## src/hdl/tlj_cfg.svh

```systemverilog
// constants of the line interface and jitter attenuator
`ifndef TLJ_CFG_SVH
`define TLJ_CFG_SVH

// ****************************************
// register map
// ****************************************
`define TLJ_LINE_INTERFACE_CONTROL_OFS 8'h7c
`define TLJ_RECEIVE_INFO_REG3_OFS 8'h80
`define TLJ_LINE_INTERFACE_CONTROL_RST 8'h00
`define TLJ_ATTENUATOR_LIMIT_TRIP_BIT 5
`define TLJ_LOS_BIT 0
`define TLJ_CSU_FIRST 3'h5
`define TLJ_RESP_OK 2'h0
`define TLJ_RESP_ERR 2'h2

// ****************************************
// timing
// ****************************************
`define TLJ_CLK_KHZ 250000
`define TLJ_OS_KHZ 24704
`define TLJ_OS_PER_BIT 4'h8
`define TLJ_DIV_FAST 5'h0f
`define TLJ_DIV_NOM 5'h10
`define TLJ_DIV_SLOW 5'h11
`define TLJ_LOS_BITS 8'hc0

// ****************************************
// attenuator depths
// ****************************************
`define TLJ_DEPTH_L 128
`define TLJ_DEPTH_S 32
`define TLJ_JIT_L 120
`define TLJ_JIT_S 28
`define TLJ_MRG_L ((`TLJ_DEPTH_L - `TLJ_JIT_L) / 2)
`define TLJ_MRG_S ((`TLJ_DEPTH_S - `TLJ_JIT_S) / 2)
`define TLJ_FIFO_W 8
`define TLJ_FIFO_D 16

`endif

```

## src/hdl/tlj_pkg.sv

```systemverilog
// types of the line interface and jitter attenuator
package tlj_pkg;

   typedef struct packed {
      logic [2:0] build_out_select;
      logic receive_gain_limit;
      logic attenuator_path_select;
      logic attenuator_depth_select;
      logic attenuator_disable;
      logic transmitter_power_down;
   } tlj_line_interface_control_t;

   typedef struct packed {
      logic [7:0] awaddr;
      logic awvalid;
      logic [31:0] wdata;
      logic [3:0] wstrb;
      logic wvalid;
      logic bready;
      logic [7:0] araddr;
      logic arvalid;
      logic rready;
   } tlj_axi_req_t;

   typedef struct packed {
      logic awready;
      logic wready;
      logic [1:0] bresp;
      logic bvalid;
      logic arready;
      logic [31:0] rdata;
      logic [1:0] rresp;
      logic rvalid;
   } tlj_axi_rsp_t;

   typedef struct packed {
      tlj_line_interface_control_t line_interface_control;
      logic attenuator_limit_trip;
      logic los;
      logic aw_got;
      logic w_got;
      logic [7:0] awa;
      logic [31:0] wd;
      logic bvalid;
      logic [1:0] bresp;
      logic rvalid;
      logic [31:0] rdata;
      logic [1:0] rresp;
      logic [17:0] acc;
      logic [3:0] osf;
      logic [3:0] ph;
      logic mprev;
      logic mseen;
      logic [7:0] zeros;
      logic tclk_q;
      logic [6:0] wptr;
      logic [6:0] rptr;
      logic [4:0] sdiv;
      logic [4:0] sper;
      logic align;
      logic [2:0] cfg_q;
      logic ja_vld;
      logic [7:0] sh;
      logic [2:0] nbits;
      logic txpol;
      logic txp;
      logic txn;
      logic recovered_clock_out;
   } tlj_st_t;

endpackage : tlj_pkg

```

## src/hdl/tlj_fifo.sv

```systemverilog
// byte fifo between the attenuator and the framer side
`timescale 1ns/10ps
`default_nettype none

module tlj_fifo #(
   parameter int W = 8,
   parameter int D = 16
) (
   // clock and reset
   input wire logic clk_i,
   input wire logic rst_n_i,
   // fill side
   input wire logic [W-1:0] in_data_i,
   input wire logic in_valid_i,
   output logic in_ready_o,
   // drain side
   output logic [W-1:0] out_data_o,
   output logic out_valid_o,
   input wire logic out_ready_i
);
   localparam int AW = $clog2(D);

   typedef struct packed {
      logic [D-1:0][W-1:0] mem;
      logic [AW:0] wp;
      logic [AW:0] rp;
   } tlj_fifo_st_t;

   tlj_fifo_st_t st;
   tlj_fifo_st_t next_st;
   logic full;
   logic empty;

   // depth must be a power of two: the pointers wrap by their extra bit
   assign full = (st.wp[AW] != st.rp[AW]) && (st.wp[AW-1:0] == st.rp[AW-1:0]);
   assign empty = (st.wp == st.rp);
   assign in_ready_o = !full;
   assign out_valid_o = !empty;
   assign out_data_o = st.mem[st.rp[AW-1:0]];

   always_comb begin
      next_st = st;
      if (in_valid_i && !full) begin
         next_st.mem[st.wp[AW-1:0]] = in_data_i;
         next_st.wp = st.wp + 1'b1;
      end
      if (out_ready_i && !empty) begin
         next_st.rp = st.rp + 1'b1;
      end
   end

   always_ff @(posedge clk_i or negedge rst_n_i) begin
      if (!rst_n_i) begin
         st <= '0;
      end else begin
         st <= next_st;
      end
   end

endmodule : tlj_fifo

`default_nettype wire

```

## src/hdl/tlj_jabuf.sv

```systemverilog
// bit memory of the jitter attenuator with registered read
`timescale 1ns/10ps
`default_nettype none
`include "tlj_cfg.svh"

module tlj_jabuf (
   // clock and reset
   input wire logic clk_i,
   input wire logic rst_n_i,
   // write port
   input wire logic we_i,
   input wire logic [6:0] waddr_i,
   input wire logic wbit_i,
   // read port
   input wire logic re_i,
   input wire logic [6:0] raddr_i,
   output logic rbit_o
);
   typedef struct packed {
      logic [`TLJ_DEPTH_L-1:0] m;
      logic q;
   } tlj_jabuf_st_t;

   tlj_jabuf_st_t st;
   tlj_jabuf_st_t next_st;

   assign rbit_o = st.q;

   always_comb begin
      next_st = st;
      if (we_i) begin
         next_st.m[waddr_i] = wbit_i;
      end
      if (re_i) begin
         next_st.q = st.m[raddr_i];
      end
   end

   always_ff @(posedge clk_i or negedge rst_n_i) begin
      if (!rst_n_i) begin
         st <= '0;
      end else begin
         st <= next_st;
      end
   end

endmodule : tlj_jabuf

`default_nettype wire

```

## src/hdl/tlj_top.sv

```systemverilog
// t1 line interface: clock recovery, build-out select, jitter attenuator
// Behaviour
// - three-bit build-out code: 0..4 short-haul lengths, 5..7 CSU attenuations
// - depth bit clear gives a 128-bit attenuator, set gives 32 bits
// - path bit places the attenuator in receive or transmit data path
// - disable bit bypasses the attenuator in both paths
// - master clock feeds a fractional divider giving a sixteen-times oversampler for recovery
// - carrier loss is declared while no AMI marks arrive on the line
// - recovered clock output follows master clock during carrier loss
// - near 50% duty with attenuator in receive path, else shortened highs
// - smoothed clock reads the attenuator; writes use the selected input clock
// - gapped transmit clock is accepted and still yields a smooth output
// - near overflow or underflow the smoothing rate is altered temporarily
// - smoothing divides oversample clock by sixteen, by fifteen or seventeen correcting
// - any fifteen or seventeen division sets the limit-trip status flag
//
// The AXI4-Lite slave port was chosen for this implementation.
`timescale 1ns/10ps
`default_nettype none
`include "tlj_cfg.svh"

module tlj_top (
   // clock and reset
   input wire logic MCLK_I,
   input wire logic ARST_N_I,
   // register bus
   input wire tlj_pkg::tlj_axi_req_t AXI_REQ_I,
   output tlj_pkg::tlj_axi_rsp_t AXI_RSP_O,
   // receive line
   input wire logic LINE_RX_POS_I,
   input wire logic LINE_RX_NEG_I,
   // receive side toward the framer
   output logic RECOVERED_CLOCK_OUT_O,
   output logic RX_CARRIER_LOSS_O,
   output logic [7:0] RX_BYTE_O,
   output logic RX_VALID_O,
   input wire logic RX_READY_I,
   // transmit side from the formatter
   input wire logic TRANSMIT_CLK_I,
   input wire logic TX_DATA_I,
   // transmit line
   output logic LINE_TX_POS_O,
   output logic LINE_TX_NEG_O,
   output logic LINE_TX_OE_O,
   // analog front-end controls and status
   output logic [2:0] BUILD_OUT_O,
   output logic CSU_MODE_O,
   output logic RX_GAIN_LIMIT_O,
   output logic LIMIT_TRIP_O
);
   import tlj_pkg::*;

   tlj_st_t st;
   tlj_st_t next_st;

   // ****************************************
   // combinational helpers
   // ****************************************
   logic [18:0] acc_sum;
   logic os;
   logic mark;
   logic rstb;
   logic tstb;
   logic ja_on, ja_rx, ja_tx;
   logic [6:0] mask, half, mrg, fill;
   logic wstb, wbit, ja_rd, rd_bit;
   logic rx_s, rx_b, tx_s, tx_b;
   logic push, fifo_rdy, cfg_chg;
   logic [7:0] push_byte;
   logic aw_hs, w_hs, ar_hs, wr_do;
   logic [31:0] rd_val;
   logic rd_ok;

   // ****************************************
   // oversample clock
   // ****************************************
   // fractional accumulator: the 16x rate cannot divide 250 MHz exactly
   assign acc_sum = {1'b0, st.acc} + 19'(`TLJ_OS_KHZ);
   assign os = (acc_sum >= 19'(`TLJ_CLK_KHZ));

   // ****************************************
   // receive recovery
   // ****************************************
   assign mark = LINE_RX_POS_I | LINE_RX_NEG_I;
   assign rstb = os && (st.ph == `TLJ_OS_PER_BIT);
   assign tstb = TRANSMIT_CLK_I && !st.tclk_q;

   // ****************************************
   // attenuator configuration
   // ****************************************
   assign ja_on = !st.line_interface_control.attenuator_disable;
   assign ja_rx = ja_on && !st.line_interface_control.attenuator_path_select;
   assign ja_tx = ja_on && st.line_interface_control.attenuator_path_select;
   assign mask = st.line_interface_control.attenuator_depth_select ? 7'(`TLJ_DEPTH_S - 1)
                                                 : 7'(`TLJ_DEPTH_L - 1);
   assign half = st.line_interface_control.attenuator_depth_select ? 7'(`TLJ_DEPTH_S / 2)
                                                 : 7'(`TLJ_DEPTH_L / 2);
   assign mrg = st.line_interface_control.attenuator_depth_select ? 7'(`TLJ_MRG_S) : 7'(`TLJ_MRG_L);
   assign fill = 7'(st.wptr - st.rptr) & mask;
   assign cfg_chg = (st.cfg_q != {st.line_interface_control.attenuator_path_select,
                                  st.line_interface_control.attenuator_depth_select,
                                  st.line_interface_control.attenuator_disable});

   // write side runs on the incoming clock of the selected path
   assign wstb = ja_on && !st.align && (ja_tx ? tstb : rstb);
   assign wbit = ja_tx ? TX_DATA_I : st.mseen;

   // a full byte fifo holds the read off, so back-pressure reaches the attenuator
   assign rd_ok = !ja_rx || fifo_rdy || (st.nbits != 3'h7);
   assign ja_rd = ja_on && os && !st.align && rd_ok
                  && (st.sdiv == 5'(st.sper - 5'h1));

   // ****************************************
   // data path selection
   // ****************************************
   assign rx_s = ja_rx ? st.ja_vld : rstb;
   assign rx_b = ja_rx ? rd_bit : st.mseen;
   assign tx_s = ja_tx ? st.ja_vld : tstb;
   assign tx_b = ja_tx ? rd_bit : TX_DATA_I;
   assign push = rx_s && (st.nbits == 3'h7);
   assign push_byte = {st.sh[6:0], rx_b};

   // ****************************************
   // register bus
   // ****************************************
   assign aw_hs = AXI_REQ_I.awvalid && !st.aw_got && !st.bvalid;
   assign w_hs = AXI_REQ_I.wvalid && !st.w_got && !st.bvalid;
   assign ar_hs = AXI_REQ_I.arvalid && !st.rvalid;
   assign wr_do = st.aw_got && st.w_got && !st.bvalid;

   always_comb begin
      rd_val = '0;
      if (AXI_REQ_I.araddr == `TLJ_LINE_INTERFACE_CONTROL_OFS) begin
         rd_val[7:0] = st.line_interface_control;
      end else if (AXI_REQ_I.araddr == `TLJ_RECEIVE_INFO_REG3_OFS) begin
         rd_val[`TLJ_ATTENUATOR_LIMIT_TRIP_BIT] = st.attenuator_limit_trip;
         rd_val[`TLJ_LOS_BIT] = st.los;
      end
   end

   always_comb begin
      AXI_RSP_O = '0;
      AXI_RSP_O.awready = !st.aw_got && !st.bvalid;
      AXI_RSP_O.wready = !st.w_got && !st.bvalid;
      AXI_RSP_O.bresp = st.bresp;
      AXI_RSP_O.bvalid = st.bvalid;
      AXI_RSP_O.arready = !st.rvalid;
      AXI_RSP_O.rdata = st.rdata;
      AXI_RSP_O.rresp = st.rresp;
      AXI_RSP_O.rvalid = st.rvalid;
   end

   // ****************************************
   // next state
   // ****************************************
   always_comb begin
      next_st = st;
      // bus write: address and data may come in either order
      if (aw_hs) begin
         next_st.aw_got = 1'b1;
         next_st.awa = AXI_REQ_I.awaddr;
      end
      if (w_hs) begin
         next_st.w_got = 1'b1;
         next_st.wd = AXI_REQ_I.wdata;
         if (!AXI_REQ_I.wstrb[0]) begin
            next_st.wd[7:0] = st.line_interface_control;
         end
      end
      if (wr_do) begin
         next_st.aw_got = 1'b0;
         next_st.w_got = 1'b0;
         next_st.bvalid = 1'b1;
         next_st.bresp = `TLJ_RESP_OK;
         if (st.awa == `TLJ_LINE_INTERFACE_CONTROL_OFS) begin
            next_st.line_interface_control = st.wd[7:0];
         end else if (st.awa != `TLJ_RECEIVE_INFO_REG3_OFS) begin
            next_st.bresp = `TLJ_RESP_ERR;
         end
      end
      if (st.bvalid && AXI_REQ_I.bready) begin
         next_st.bvalid = 1'b0;
      end
      // bus read: reading the status word clears the trip flag
      if (st.rvalid && AXI_REQ_I.rready) begin
         next_st.rvalid = 1'b0;
      end
      if (ar_hs) begin
         next_st.rvalid = 1'b1;
         next_st.rdata = rd_val;
         next_st.rresp = `TLJ_RESP_OK;
         if (AXI_REQ_I.araddr == `TLJ_RECEIVE_INFO_REG3_OFS) begin
            next_st.attenuator_limit_trip = 1'b0;
         end else if (AXI_REQ_I.araddr != `TLJ_LINE_INTERFACE_CONTROL_OFS) begin
            next_st.rresp = `TLJ_RESP_ERR;
         end
      end

      // oversampler and free running master-derived bit clock
      next_st.acc = os ? 18'(acc_sum - 19'(`TLJ_CLK_KHZ)) : st.acc + 18'(`TLJ_OS_KHZ);
      if (os) begin
         next_st.osf = st.osf + 4'h1;
         next_st.mprev = mark;
         // each mark edge recentres the bit phase
         next_st.ph = (mark && !st.mprev) ? 4'h1 : st.ph + 4'h1;
         // the sample tick opens a fresh slot: a pulse tail seen there is not a new mark
         next_st.mseen = rstb ? 1'b0 : (st.mseen | mark);
      end
      if (rstb) begin
         if (st.mseen) begin
            next_st.zeros = '0;
         end else if (st.zeros != 8'hff) begin
            next_st.zeros = st.zeros + 8'h1;
         end
      end
      next_st.los = (next_st.zeros >= `TLJ_LOS_BITS);
      next_st.tclk_q = TRANSMIT_CLK_I;

      // recovered clock pin
      if (st.los) begin
         next_st.recovered_clock_out = st.osf[3];
      end else if (ja_rx) begin
         next_st.recovered_clock_out = (st.sdiv < (st.sper >> 1));
      end else begin
         next_st.recovered_clock_out = (st.ph != 4'h0) && (st.ph < `TLJ_OS_PER_BIT);
      end

      // attenuator write side
      if (wstb) begin
         next_st.wptr = (st.wptr + 7'h1) & mask;
      end

      // smoothing divider, period chosen at each read
      if (os && !ja_rd && (st.sdiv != 5'(st.sper - 5'h1))) begin
         next_st.sdiv = st.sdiv + 5'h1;
      end
      next_st.ja_vld = ja_rd;
      if (ja_rd) begin
         next_st.sdiv = '0;
         next_st.rptr = (st.rptr + 7'h1) & mask;
         if (fill >= 7'(mask - mrg)) begin
            next_st.sper = `TLJ_DIV_FAST;
         end else if (fill <= mrg) begin
            next_st.sper = `TLJ_DIV_SLOW;
         end else begin
            next_st.sper = `TLJ_DIV_NOM;
         end
         if (st.sper != `TLJ_DIV_NOM) begin
            next_st.attenuator_limit_trip = 1'b1;
         end
      end

      // realign after reset or any change of path, depth or disable
      next_st.cfg_q = {st.line_interface_control.attenuator_path_select,
                       st.line_interface_control.attenuator_depth_select,
                       st.line_interface_control.attenuator_disable};
      next_st.align = cfg_chg;
      if (st.align) begin
         next_st.rptr = 7'(st.wptr - half) & mask;
         next_st.wptr = st.wptr & mask;
         next_st.sdiv = '0;
         next_st.sper = `TLJ_DIV_NOM;
         next_st.ja_vld = 1'b0;
      end

      // receive byte assembly
      if (rx_s && (!push || fifo_rdy)) begin
         next_st.sh = push_byte;
         next_st.nbits = st.nbits + 3'h1;
      end

      // transmit AMI: marks alternate polarity
      if (tx_s) begin
         next_st.txp = tx_b && !st.txpol;
         next_st.txn = tx_b && st.txpol;
         if (tx_b) begin
            next_st.txpol = !st.txpol;
         end
      end
   end

   always_ff @(posedge MCLK_I or negedge ARST_N_I) begin
      if (!ARST_N_I) begin
         st <= '0;
         st.line_interface_control <= `TLJ_LINE_INTERFACE_CONTROL_RST;
         st.align <= 1'b1;
         st.sper <= `TLJ_DIV_NOM;
      end else begin
         st <= next_st;
      end
   end

   // ****************************************
   // submodules
   // ****************************************
   tlj_jabuf u_jabuf (
      .clk_i(MCLK_I),
      .rst_n_i(ARST_N_I),
      .we_i(wstb),
      .waddr_i(st.wptr),
      .wbit_i(wbit),
      .re_i(ja_rd),
      .raddr_i(st.rptr),
      .rbit_o(rd_bit)
   );

   tlj_fifo #(
      .W(`TLJ_FIFO_W),
      .D(`TLJ_FIFO_D)
   ) u_fifo (
      .clk_i(MCLK_I),
      .rst_n_i(ARST_N_I),
      .in_data_i(push_byte),
      .in_valid_i(push),
      .in_ready_o(fifo_rdy),
      .out_data_o(RX_BYTE_O),
      .out_valid_o(RX_VALID_O),
      .out_ready_i(RX_READY_I)
   );

   // ****************************************
   // outputs
   // ****************************************
   assign RECOVERED_CLOCK_OUT_O = st.recovered_clock_out;
   assign RX_CARRIER_LOSS_O = st.los;
   assign LINE_TX_POS_O = st.txp;
   assign LINE_TX_NEG_O = st.txn;
   assign LINE_TX_OE_O = !st.line_interface_control.transmitter_power_down;
   assign BUILD_OUT_O = st.line_interface_control.build_out_select;
   assign CSU_MODE_O = (st.line_interface_control.build_out_select >= `TLJ_CSU_FIRST);
   assign RX_GAIN_LIMIT_O = st.line_interface_control.receive_gain_limit;
   assign LIMIT_TRIP_O = st.attenuator_limit_trip;
endmodule : tlj_top

`default_nettype wire

```

## config.mk

```make
export PLATFORM = sky130hd
export DESIGN_NAME = tlj_top
export DESIGN_NICKNAME = d
export VERILOG_FILES = /design/src/hdl/tlj_pkg.sv /design/src/hdl/tlj_fifo.sv /design/src/hdl/tlj_jabuf.sv /design/src/hdl/tlj_top.sv
export VERILOG_INCLUDE_DIRS = /design/src /design/src/hdl
export SDC_FILE = /design/constraint.sdc
export NUM_CORES = 1
export LEC_CHECK = 0
export ABC_AREA = 1
export BUFFER_PORTS_ARGS = -buffer_cell sky130_fd_sc_hd__buf_2
export CAP_MARGIN = 20
export CORE_MARGIN = 2
export CORE_UTILIZATION = 60
export DETAILED_ROUTE_END_ITERATION = 16
export GPL_TIMING_DRIVEN = 0
export PLACE_DENSITY = 0.77
export SYNTH_ARGS = -nofsm -noshare
export SYNTH_HDL_FRONTEND = slang
export SYNTH_SLANG_ARGS = --single-unit
```

## constraint.sdc

```tcl
create_clock -name MCLK_I -period 5 [get_ports MCLK_I]
set_input_delay 1.5 -clock MCLK_I [delete_from_list [all_inputs] [get_ports MCLK_I]]
set_output_delay 1.5 -clock MCLK_I [all_outputs]
set_load 0.05 [all_outputs]
```

# Yosys cells after proc, flatten, opt, wreduce, memory -nomap -nowiden
# Cells that the tools add are included.
[totals]
ff_bits = 389
latchBits = 0
ram_bits = 0
romBits = 0
in_bits = 64
output_inout_bits = 61
word_cells = 228
n_memories = 0
[op_classes]
add_sub_neg = 16
n_mul = 0
div_mod_pow = 0
order_cmp = 13
n_eq_ne = 16
shift = 0
muxes = 56
bitwise_logic = 7
reduce_logical = 63
[ops]
columns = ["operator", "count"]
rows = [
  ["bitwise mux 128 bit", 2],
  ["2-to-1 mux 8 bit", 6],
  ["bitwise AND 7 bit", 5],
  ["2-to-1 mux 35 bit", 1],
  ["logical AND 1 bit", 34],
  ["binary-select mux 8 bit (select 4 bit)", 1],
  ["demux 8 bit (select 4 bit)", 1],
  ["2-to-1 mux 1 bit", 25],
  ["2-to-1 mux 24 bit", 1],
  ["2-to-1 mux 7 bit", 3],
  ["adder 18 x 15 -> 19 bit, second input constant", 1],
  ["greater-or-equal comparator 19 x 18 -> 1 bit, second input constant", 1],
  ["adder 18 x 15 -> 18 bit, second input constant", 1],
  ["2-to-1 mux 18 bit", 1],
  ["subtractor 18 bit, second input constant", 1],
  ["2-to-1 mux 17 bit", 1],
  ["equality test 8 x 7 -> 1 bit, second input constant", 2],
  ["zero test 1 bit", 16],
  ["less-than comparator 7 x 8 -> 1 bit, second input constant", 2],
  ["inequality test 8 bit, second input constant", 2],
  ["adder 5 x 1 -> 5 bit, second input constant", 3],
  ["adder 7 x 1 -> 7 bit, second input constant", 2],
  ["subtractor 7 bit", 2],
  ["2-to-1 mux 2 bit", 6],
  ["other kinds (36)", 51],
]

# Logic depth before layout (Yosys ltp)
# Gate-level depths: netlist (run 1).
[depth]
word_depth = 13
ltp_mapped = 19

# Hierarchy
# A second synthesis (run 1) with hierarchy kept.
[hier_totals]
cells_unflattened = 2560
hier_area_um2 = 20581.0
[modules_own_cells]
columns = ["module", "n_inst", "cells_each", "area_each_um2"]
rows = [
  ["tlj_fifo", 1, 955, 7328.3],
  ["tlj_jabuf", 1, 807, 6655.1],
  ["tlj_top", 1, 798, 6597.6],
]

# Worst setup path after synthesis (run 1)
# No wires, ideal clock.
[synth_timing]
kind = "register to output"
startpoint = "reg u_fifo.st[0] (netlist name)"
endpoint = "out RX_BYTE_O[0]"
t_arrival_ns = 1.881
required_ns = 3.500
path_slack_ns = 1.619
path_stages_with_launch = 9
n_path_buf = 3
cell_sequence = "dfrtp_1 > clkbuf_1 > inv_1 > clkbuf_1 > clkbuf_1 > nor2_1 > o22ai_1 > nand2_1 > nand3_1"
[synth_via]
elab_chain_len = 2
[synth_rtl]
columns = ["item", "line_no", "text"]
rows = [
  ["start: declaration", "tlj_fifo.sv:29", "tlj_fifo_st_t st;"],
  ["start signal: assignment", "tlj_fifo.sv:56", "st <= next_st;"],
  ["binary-select mux 8 bit (select 4 bit)", "tlj_fifo.sv:39", "assign out_data_o = st.mem[st.rp[AW-1:0]];"],
  ["2-to-1 mux 8 bit (not written as such)", "tlj_fifo.sv:39", ""],
  ["end: declaration", "tlj_top.sv:35", "output logic [7:0] RX_BYTE_O,"],
]
# No other way between the ends. The select of a mux whose other input is x is not followed.

# Final worst setup path (run 1)
[layout_timing]
startpoint = "reg u_fifo.st[0] (netlist name)"
endpoint = "out RX_BYTE_O[4]"
# Same word-level chain as after synthesis.

==> metrics.txt, run 1 <==
Synth area leader=dfrtp_1; htree depth=2; worst ir drop on vdd=0.750 mV; Die X-Extent=193 µm; Area Growth Syn to Fin=12.0%; CTS buffer count=42; Worst Path Required=3.50 ns; final slew viol count=0; Layout Cells excl Fill=3304; IO Port Bufs=71; slowest stage delay, CP=0.49 ns; GPL Wtd Cong=0.936; root buf cell=clkbuf_16; area share of the largest cell type after synthesis=44.4%; Rel. slew slack=37.4%; min Tclk post-route=4.89 ns; Crit path buffers/inverters=5; TritonCTS Sinks=381; Critical Path End Type=primary output; Period Utilization, post-route=97.7%; # fillers=2892; sequential cell fraction of total power=34.0%; clock share of power=32.6%; Synth area leaders=dfrtp_1, nand2_1, nor2_1, nand3_2, o21ai_0; commonest non-fill, non-tap cell in the layout=nand2_1; FF/Latch Area=9540 µm²; largest net degree at the start of global routing=122; worst setup margin=0.114 ns; total number of vias=19.9k; Starting Density=60.5%; DIE AREA=37200 µm²; Clock transition at path regs=0.06 ns; max cap viols=0; crit path max-delay cell type=clkbuf_1; pre-CTS setup slack=0.883 ns; Post-Synthesis Cells=2666; Rows=69; Hold WC Path Type=register to register; Critical Path AT=3.39 ns; Final setup viols=0; drc violations=0; Comb power frac=33.5%; WL final=62.2 mm; detailed placement HPWL=41.3 mm; Crit Path Max Fanout=10; Seq cells post-synth=381; Clock Latency Late Sink=0.59 ns; Max Fclk=0.205 GHz; 1st-iter DRT viols=2332; outcome=finished clean; ANT nets after route=0; Sum Neg Setup Slack=0 ns; final layout net count=2910; mapped cell area=21400 µm²; most frequent cells in the layout=nand2_1, dfrtp_1, nor2_1; cell mode on critical path=clkbuf_1; Int Power=6.08 mW; PwrDens=421 nW/µm²; Multi-input gate area=10300 µm²; CP Class=register to primary output; DRT Pass-1 Iters=8; fin util=67.8%; post-CTS setup buffers=0; core outline area=35300 µm²; Die H=193 µm; Lkg Pwr=11.1 nW; Worst-Margin Slew=0.935 ns; RSZ-0062 raised after global routing=false; hold buffer count at cts=0; Via density=6.03; CTS resizes=0; initial antenna violation count=0; grt ovf=0; first-pass GRT wire length=99.8 mm; crit-path cells=clkbuf_1 > inv_1 > clkbuf_1 > clkbuf_1 > o21ai_0 > o221ai_1 > nand3_1 > nand3_1 > buf_2; clk_skew=0.0290 ns; final instance area=23900 µm²; number of diodes=0; Sw Ratio=39.7%; Clock Path Buffers=3; Post-DP Area=22500 µm²; final hold vios=0; Seq/Total Area, Yosys=44.6%; dpl cells=3226; synth warn=0; All-Layer GR Usage=34.2%; Avg Inst Size Synth=8.02 µm²; layout cell share with drive strength beyond 1=13.5%; vias in the first global route=19.3k; NetSw=4.00 mW; CTS tree=done; drt wl/cell=18.8 µm; CP startpoint kind=register; IO Pins=125; distinct cell type count of the synthesized netlist=46; CP delay by family, top=buffers and inverters
per-layer routing:
metal	track usage [%]	vias up	part of all wire [%]
li1	-	9186	-
met1	45.4	9456	40
met2	53.7	1038	46
met3	5.35	237	8.8
met4	19.0	0	4.8
met5	0	-	0
logic make-up (layout without fill, tap and decap cells):
kind of cell,count (synthesis),after routing,share of synthesized area (%)
and+or+nand+nor,1449,1449,32.2
AOI/OAI and AO/OA,422,422,11.0
DFF,381,381,44.6
buffers and inverters,322,474,7.71
xor gates and xnor gates,45,45,1.84
adders and majority gates,37,37,2.20
muxes,9,9,0.474
other,1,26,0.0175
state kept, by name, summed over array words and instances, names as in the netlist, named ones only:
name / count
u_fifo.st: 138
u_jabuf.st: 128
st: 80
AXI_RSP_O: 12
push_byte: 7
BUILD_OUT_O: 3
next_st: 3
LIMIT_TRIP_O: 1
LINE_TX_NEG_O: 1
LINE_TX_POS_O: 1
RECOVERED_CLOCK_OUT_O: 1
RX_CARRIER_LOSS_O: 1
RX_GAIN_LIMIT_O: 1
u_jabuf.rbit_o: 1
Yosys cell counts (all sizes together):
master	number
nor4	4
fa	1
o211ai	16
dfstp	2
o221ai	29
nand3b	4
and2	1
clkinv	6
nand3	255
buf	90
nor3	13
ha	36
a31oi	1
a21boi	1
o22ai	25
nand2	696
o21bai	1
o21ai	297
xor2	32
nor2	334
clkbuf	113
o21a	3
or2	5
o31ai	13
inv	113
mux2	9
a21oi	34
dfrtp	379
nand4	137
conb	1
a211oi	2
xnor2	13
worst paths after layout:
kind,startpoint,endpoint,slack (ns),cells past startpoint
setup / recovery,u_fifo.st[0],RX_BYTE_O[4],0.11,9
hold / removal,u_fifo.st[123],u_fifo.st[123],0.47,2
setup reg to reg,st[32],st[24],1.69,13
hold reg to reg,u_fifo.st[123],u_fifo.st[123],0.47,2
max in group asynchronous,ARST_N_I,u_fifo.st[70],2.77,3
min in group asynchronous,ARST_N_I,st[69],0.83,1
cell type report:
class                   instances  share of cell area [%]
well taps                     461                    2.41
clock inverters                22                    1.12
inverters                     119                    1.87
repair buffers                 74                    1.87
multi-input cells            1988                    43.0
clock buffers                  56                    4.94
flip-flops and latches        381                    39.8
plain buffers                 203                    5.02
worst min-delay path, delay by kind of cell (launching register included):
kind	cells	cell delay, ns
flops	1	0.34
simple gates	2	0.09
stage by stage:
stage / power, mW / hold slack [ns]
2_1_floorplan: 5.66 / 0.413
3_5_place_dp: 6.72 / 0.453
5_1_grt: 10.5 / 0.484
4_1_cts: 9.99 / 0.468
3_3_place_gp: 6.65 / 0.426
6_report: 10.1 / 0.466
power by group through the flow:
stage	registers [mW]	clock network, mW	logic (mW)
finish	3.42	3.28	3.37
global route	3.44	3.43	3.62
detailed placement	3.47	0	3.26
floorplan	3.44	0	2.21
global placement	3.46	0	3.19
CTS	3.41	3.30	3.28
Power figures use the tool's default switching activity.
==> run 2, diff against run 1 <==
Settings changed: BUFFER_PORTS_ARGS -buffer_cell sky130_fd_sc_hd__buf_2 to unset, CELL_PAD_IN_SITES_DETAIL_PLACEMENT set to 1, CELL_PAD_IN_SITES_GLOBAL_PLACEMENT set to 2, CORE_UTILIZATION 60 to 39, DONT_BUFFER_PORTS set to 1, PLACE_DENSITY 0.77 to 0.78.
Clock period 5 ns to 5.1 ns, I/O delays scaled along.
==> metrics.txt, run 2 (same netlist as run 1, synthesis figures left out) <==
root buf cell=clkbuf_16 (unchanged); Rows=85 (was 69); drc violations=0 (unchanged); Die X-Extent=238 µm (was 193 µm); Critical Path AT=3.41 ns (was 3.39 ns); max reg flops=138 (unchanged); IO Port Bufs=0 (was 71); largest register by flop count=u_fifo.st (unchanged); total number of vias=19.2k (was 19.9k); sequential cell fraction of total power=33.8% (was 34.0%); Critical Path End Type=primary output (unchanged); worst ir drop on vdd=0.303 mV (was 0.750 mV); Clock Path Buffers=3 (unchanged); Rel. slew slack=30.5% (was 37.4%); CP startpoint kind=register (unchanged); layout cell share with drive strength beyond 1=11.1% (was 13.5%); Post-DP Area=22300 µm² (was 22500 µm²); met3 usage=3.64% (was 5.35%); DIE AREA=56700 µm² (was 37200 µm²); crit path max-delay cell type=clkbuf_1 (unchanged); Final setup viols=0 (unchanged); Clock transition at path regs=0.05 ns (was 0.06 ns); commonest non-fill, non-tap cell in the layout=nand2_1 (unchanged); hold buffer count at cts=0 (unchanged); Reg-to-Reg End=st[20] (was st[24]); Period Utilization, post-route=97.0%; fin util=44.2% (was 67.8%); CTS tree=done (unchanged); Worst-Margin Slew=1.04 ns (was 0.935 ns); ANT nets after route=0 (unchanged); vias in the first global route=19.9k (was 19.3k); Sum Neg Setup Slack=0 ns (unchanged); first-pass GRT wire length=117 mm (was 99.8 mm); Top Registers=u_fifo.st (138), u_jabuf.st (128), st (80) (unchanged); NetSw=4.09 mW (was 4.00 mW); Worst Path Required=3.57 ns (was 3.50 ns); Starting Density=39.6% (was 60.5%); Area Growth Syn to Fin=11.7% (was 12.0%); # fillers=6612 (was 2892); clk_skew=0.0290 ns (about the same); CP Class=register to primary output (unchanged); min Tclk post-route=4.94 ns; DRT Pass-1 Iters=6 (was 8); RSZ-0062 raised after global routing=false (unchanged); cell mode on critical path=clkbuf_1 (unchanged); grt ovf=0 (unchanged); slowest stage delay, CP=0.48 ns (was 0.49 ns); largest net degree at the start of global routing=382 (was 122); number of diodes=0 (unchanged); Via density=5.52 (was 6.03); Setup crit end=RX_BYTE_O[7] (was RX_BYTE_O[4]); Comb power frac=32.5% (was 33.5%); Worst R2R Start=st[31] (was st[32]); clock share of power=33.7% (was 32.6%); Sw Ratio=40.7% (was 39.7%); R2R setup slack=1.55 ns (was 1.69 ns); core outline area=54000 µm² (was 35300 µm²); Reg2Reg Depth=16 (was 13); 1st-iter DRT viols=1249 (was 2332); GR peak layer=met2 (unchanged); Die H=238 µm (was 193 µm); max cap viols=0 (unchanged); final slew viol count=0 (unchanged); Int Power=5.95 mW (was 6.08 mW); htree depth=2 (unchanged); final hold vios=0 (unchanged); PwrDens=420 nW/µm² (was 421 nW/µm²); most frequent cells in the layout=nand2_1, dfrtp_1, nor2_1 (unchanged); All-Layer GR Usage=26.6% (was 34.2%); GPL Wtd Cong=0.844 (was 0.936); outcome=finished clean (unchanged); crit path launch=u_fifo.st[0] (unchanged); crit-path cells=clkbuf_1 > inv_1 > clkbuf_1 > clkbuf_1 > o21ai_0 > o22ai_1 > nand2_1 > nand3_1 (was clkbuf_1 > inv_1 > clkbuf_1 > clkbuf_1 > o21ai_0 > o221ai_1 > nand3_1 > nand3_1 > buf_2); initial antenna violation count=1 (was 0); TritonCTS Sinks=381 (unchanged); final instance area=23900 µm² (about the same); detailed placement HPWL=49.8 mm (was 41.3 mm); met2 Use GR=44.1% (was 53.7%); Max Fclk=0.202 GHz; Clock Latency Late Sink=0.61 ns (was 0.59 ns); final layout net count=2841 (was 2910); WL final=74.6 mm (was 62.2 mm); IO Pins=125 (unchanged); met1 Use GR=35.6% (was 45.4%); Lkg Pwr=10.8 nW (was 11.1 nW); drt wl/cell=21.5 µm (was 18.8 µm); CTS buffer count=47 (was 42); Crit Path Max Fanout=10 (unchanged); Hold WC Path Type=register to register (unchanged)
-- run 2: cell count changes in the layout (fill, tap and decap cells not counted), moves of 2 or more --
cell        before  now
clkbuf_2         0    2
clkbuf_8         8   13
buf_16           3    0
clkbuf_1       119  128
bufinv_16        5    1
clkinvlp_4       4    1
clkbuf_16       42   47
clkinv_2         9    4
buf_2           86   16
inv_16           0    2
-- run 2: area by class of cell --
| class | instances | area, µm² | share of cell area (%) |
|---|---|---|---|
| Clock buffer | 77 | 1420 | 5.94 |
| Sequential cell | 381 | 9540 | 39.9 |
| Multi-Input combinational cell | 1988 | 10300 | 43.1 |
| Inverter | 119 | 447 | 1.87 |
| Tap cell | 696 | 871 | 3.65 |
| Buffer | 203 | 1200 | 5.04 |
| Clock inverter | 10 | 115 | 0.482 |
-- run 2: critical path, delay by kind of cell, from the launching register on --
family | cells | cell delay, ns
AO/OA/AOI/OAI | 2 | 0.39
buffers and inverters | 4 | 1.40
flip-flops | 1 | 0.43
AND/OR/NAND/NOR | 2 | 0.60
-- run 2: stage by stage --
stage	hold WS [ns]	total power [mW]	std cells	setup WS, ns
global route	0.480	10.5	3474	0.0284
CTS	0.456	10.1	3474	0.0562
detailed placement	0.445	6.67	3387	0.738
finish	0.450	10.0	3474	0.155
floorplan	0.413	5.55	2691	1.69
global placement	0.440	6.62	3387	0.784
-- run 2: what timing repair did --
| action | CTS | global route |
|---|---|---|
| resized for setup | 0 | 4 |
| endpoints found under the setup margin | 0 | 2 |
| buffers inserted | 0 | 0 |
-- run 2: worst min-delay path by stage --
stage,from,endpoint,depth (start not counted)
after floorplan,next_st[16],st[16],0
after global placement,next_st[16],st[16],0
after detailed placement,next_st[16],st[16],0
after CTS,next_st[16],st[16],0
after global routing,next_st[16],st[16],0
final,next_st[16],st[16],0
-- run 2: power by group through the flow --
stage | registers [mW] | logic (mW) | clock network [mW]
after global routing | 3.42 | 3.52 | 3.56
after floorplan | 3.38 | 2.17 | 0
after CTS | 3.39 | 3.25 | 3.45
after global placement | 3.44 | 3.19 | 0
after detailed placement | 3.45 | 3.23 | 0
final | 3.39 | 3.26 | 3.38
-- run 2: metal layers --
metal	vias to the layer above	part of all wire [%]
li1	9042	-
met1	9603	45
met2	393	47
met3	144	4.2
met4	2	3.4
met5	-	0.017
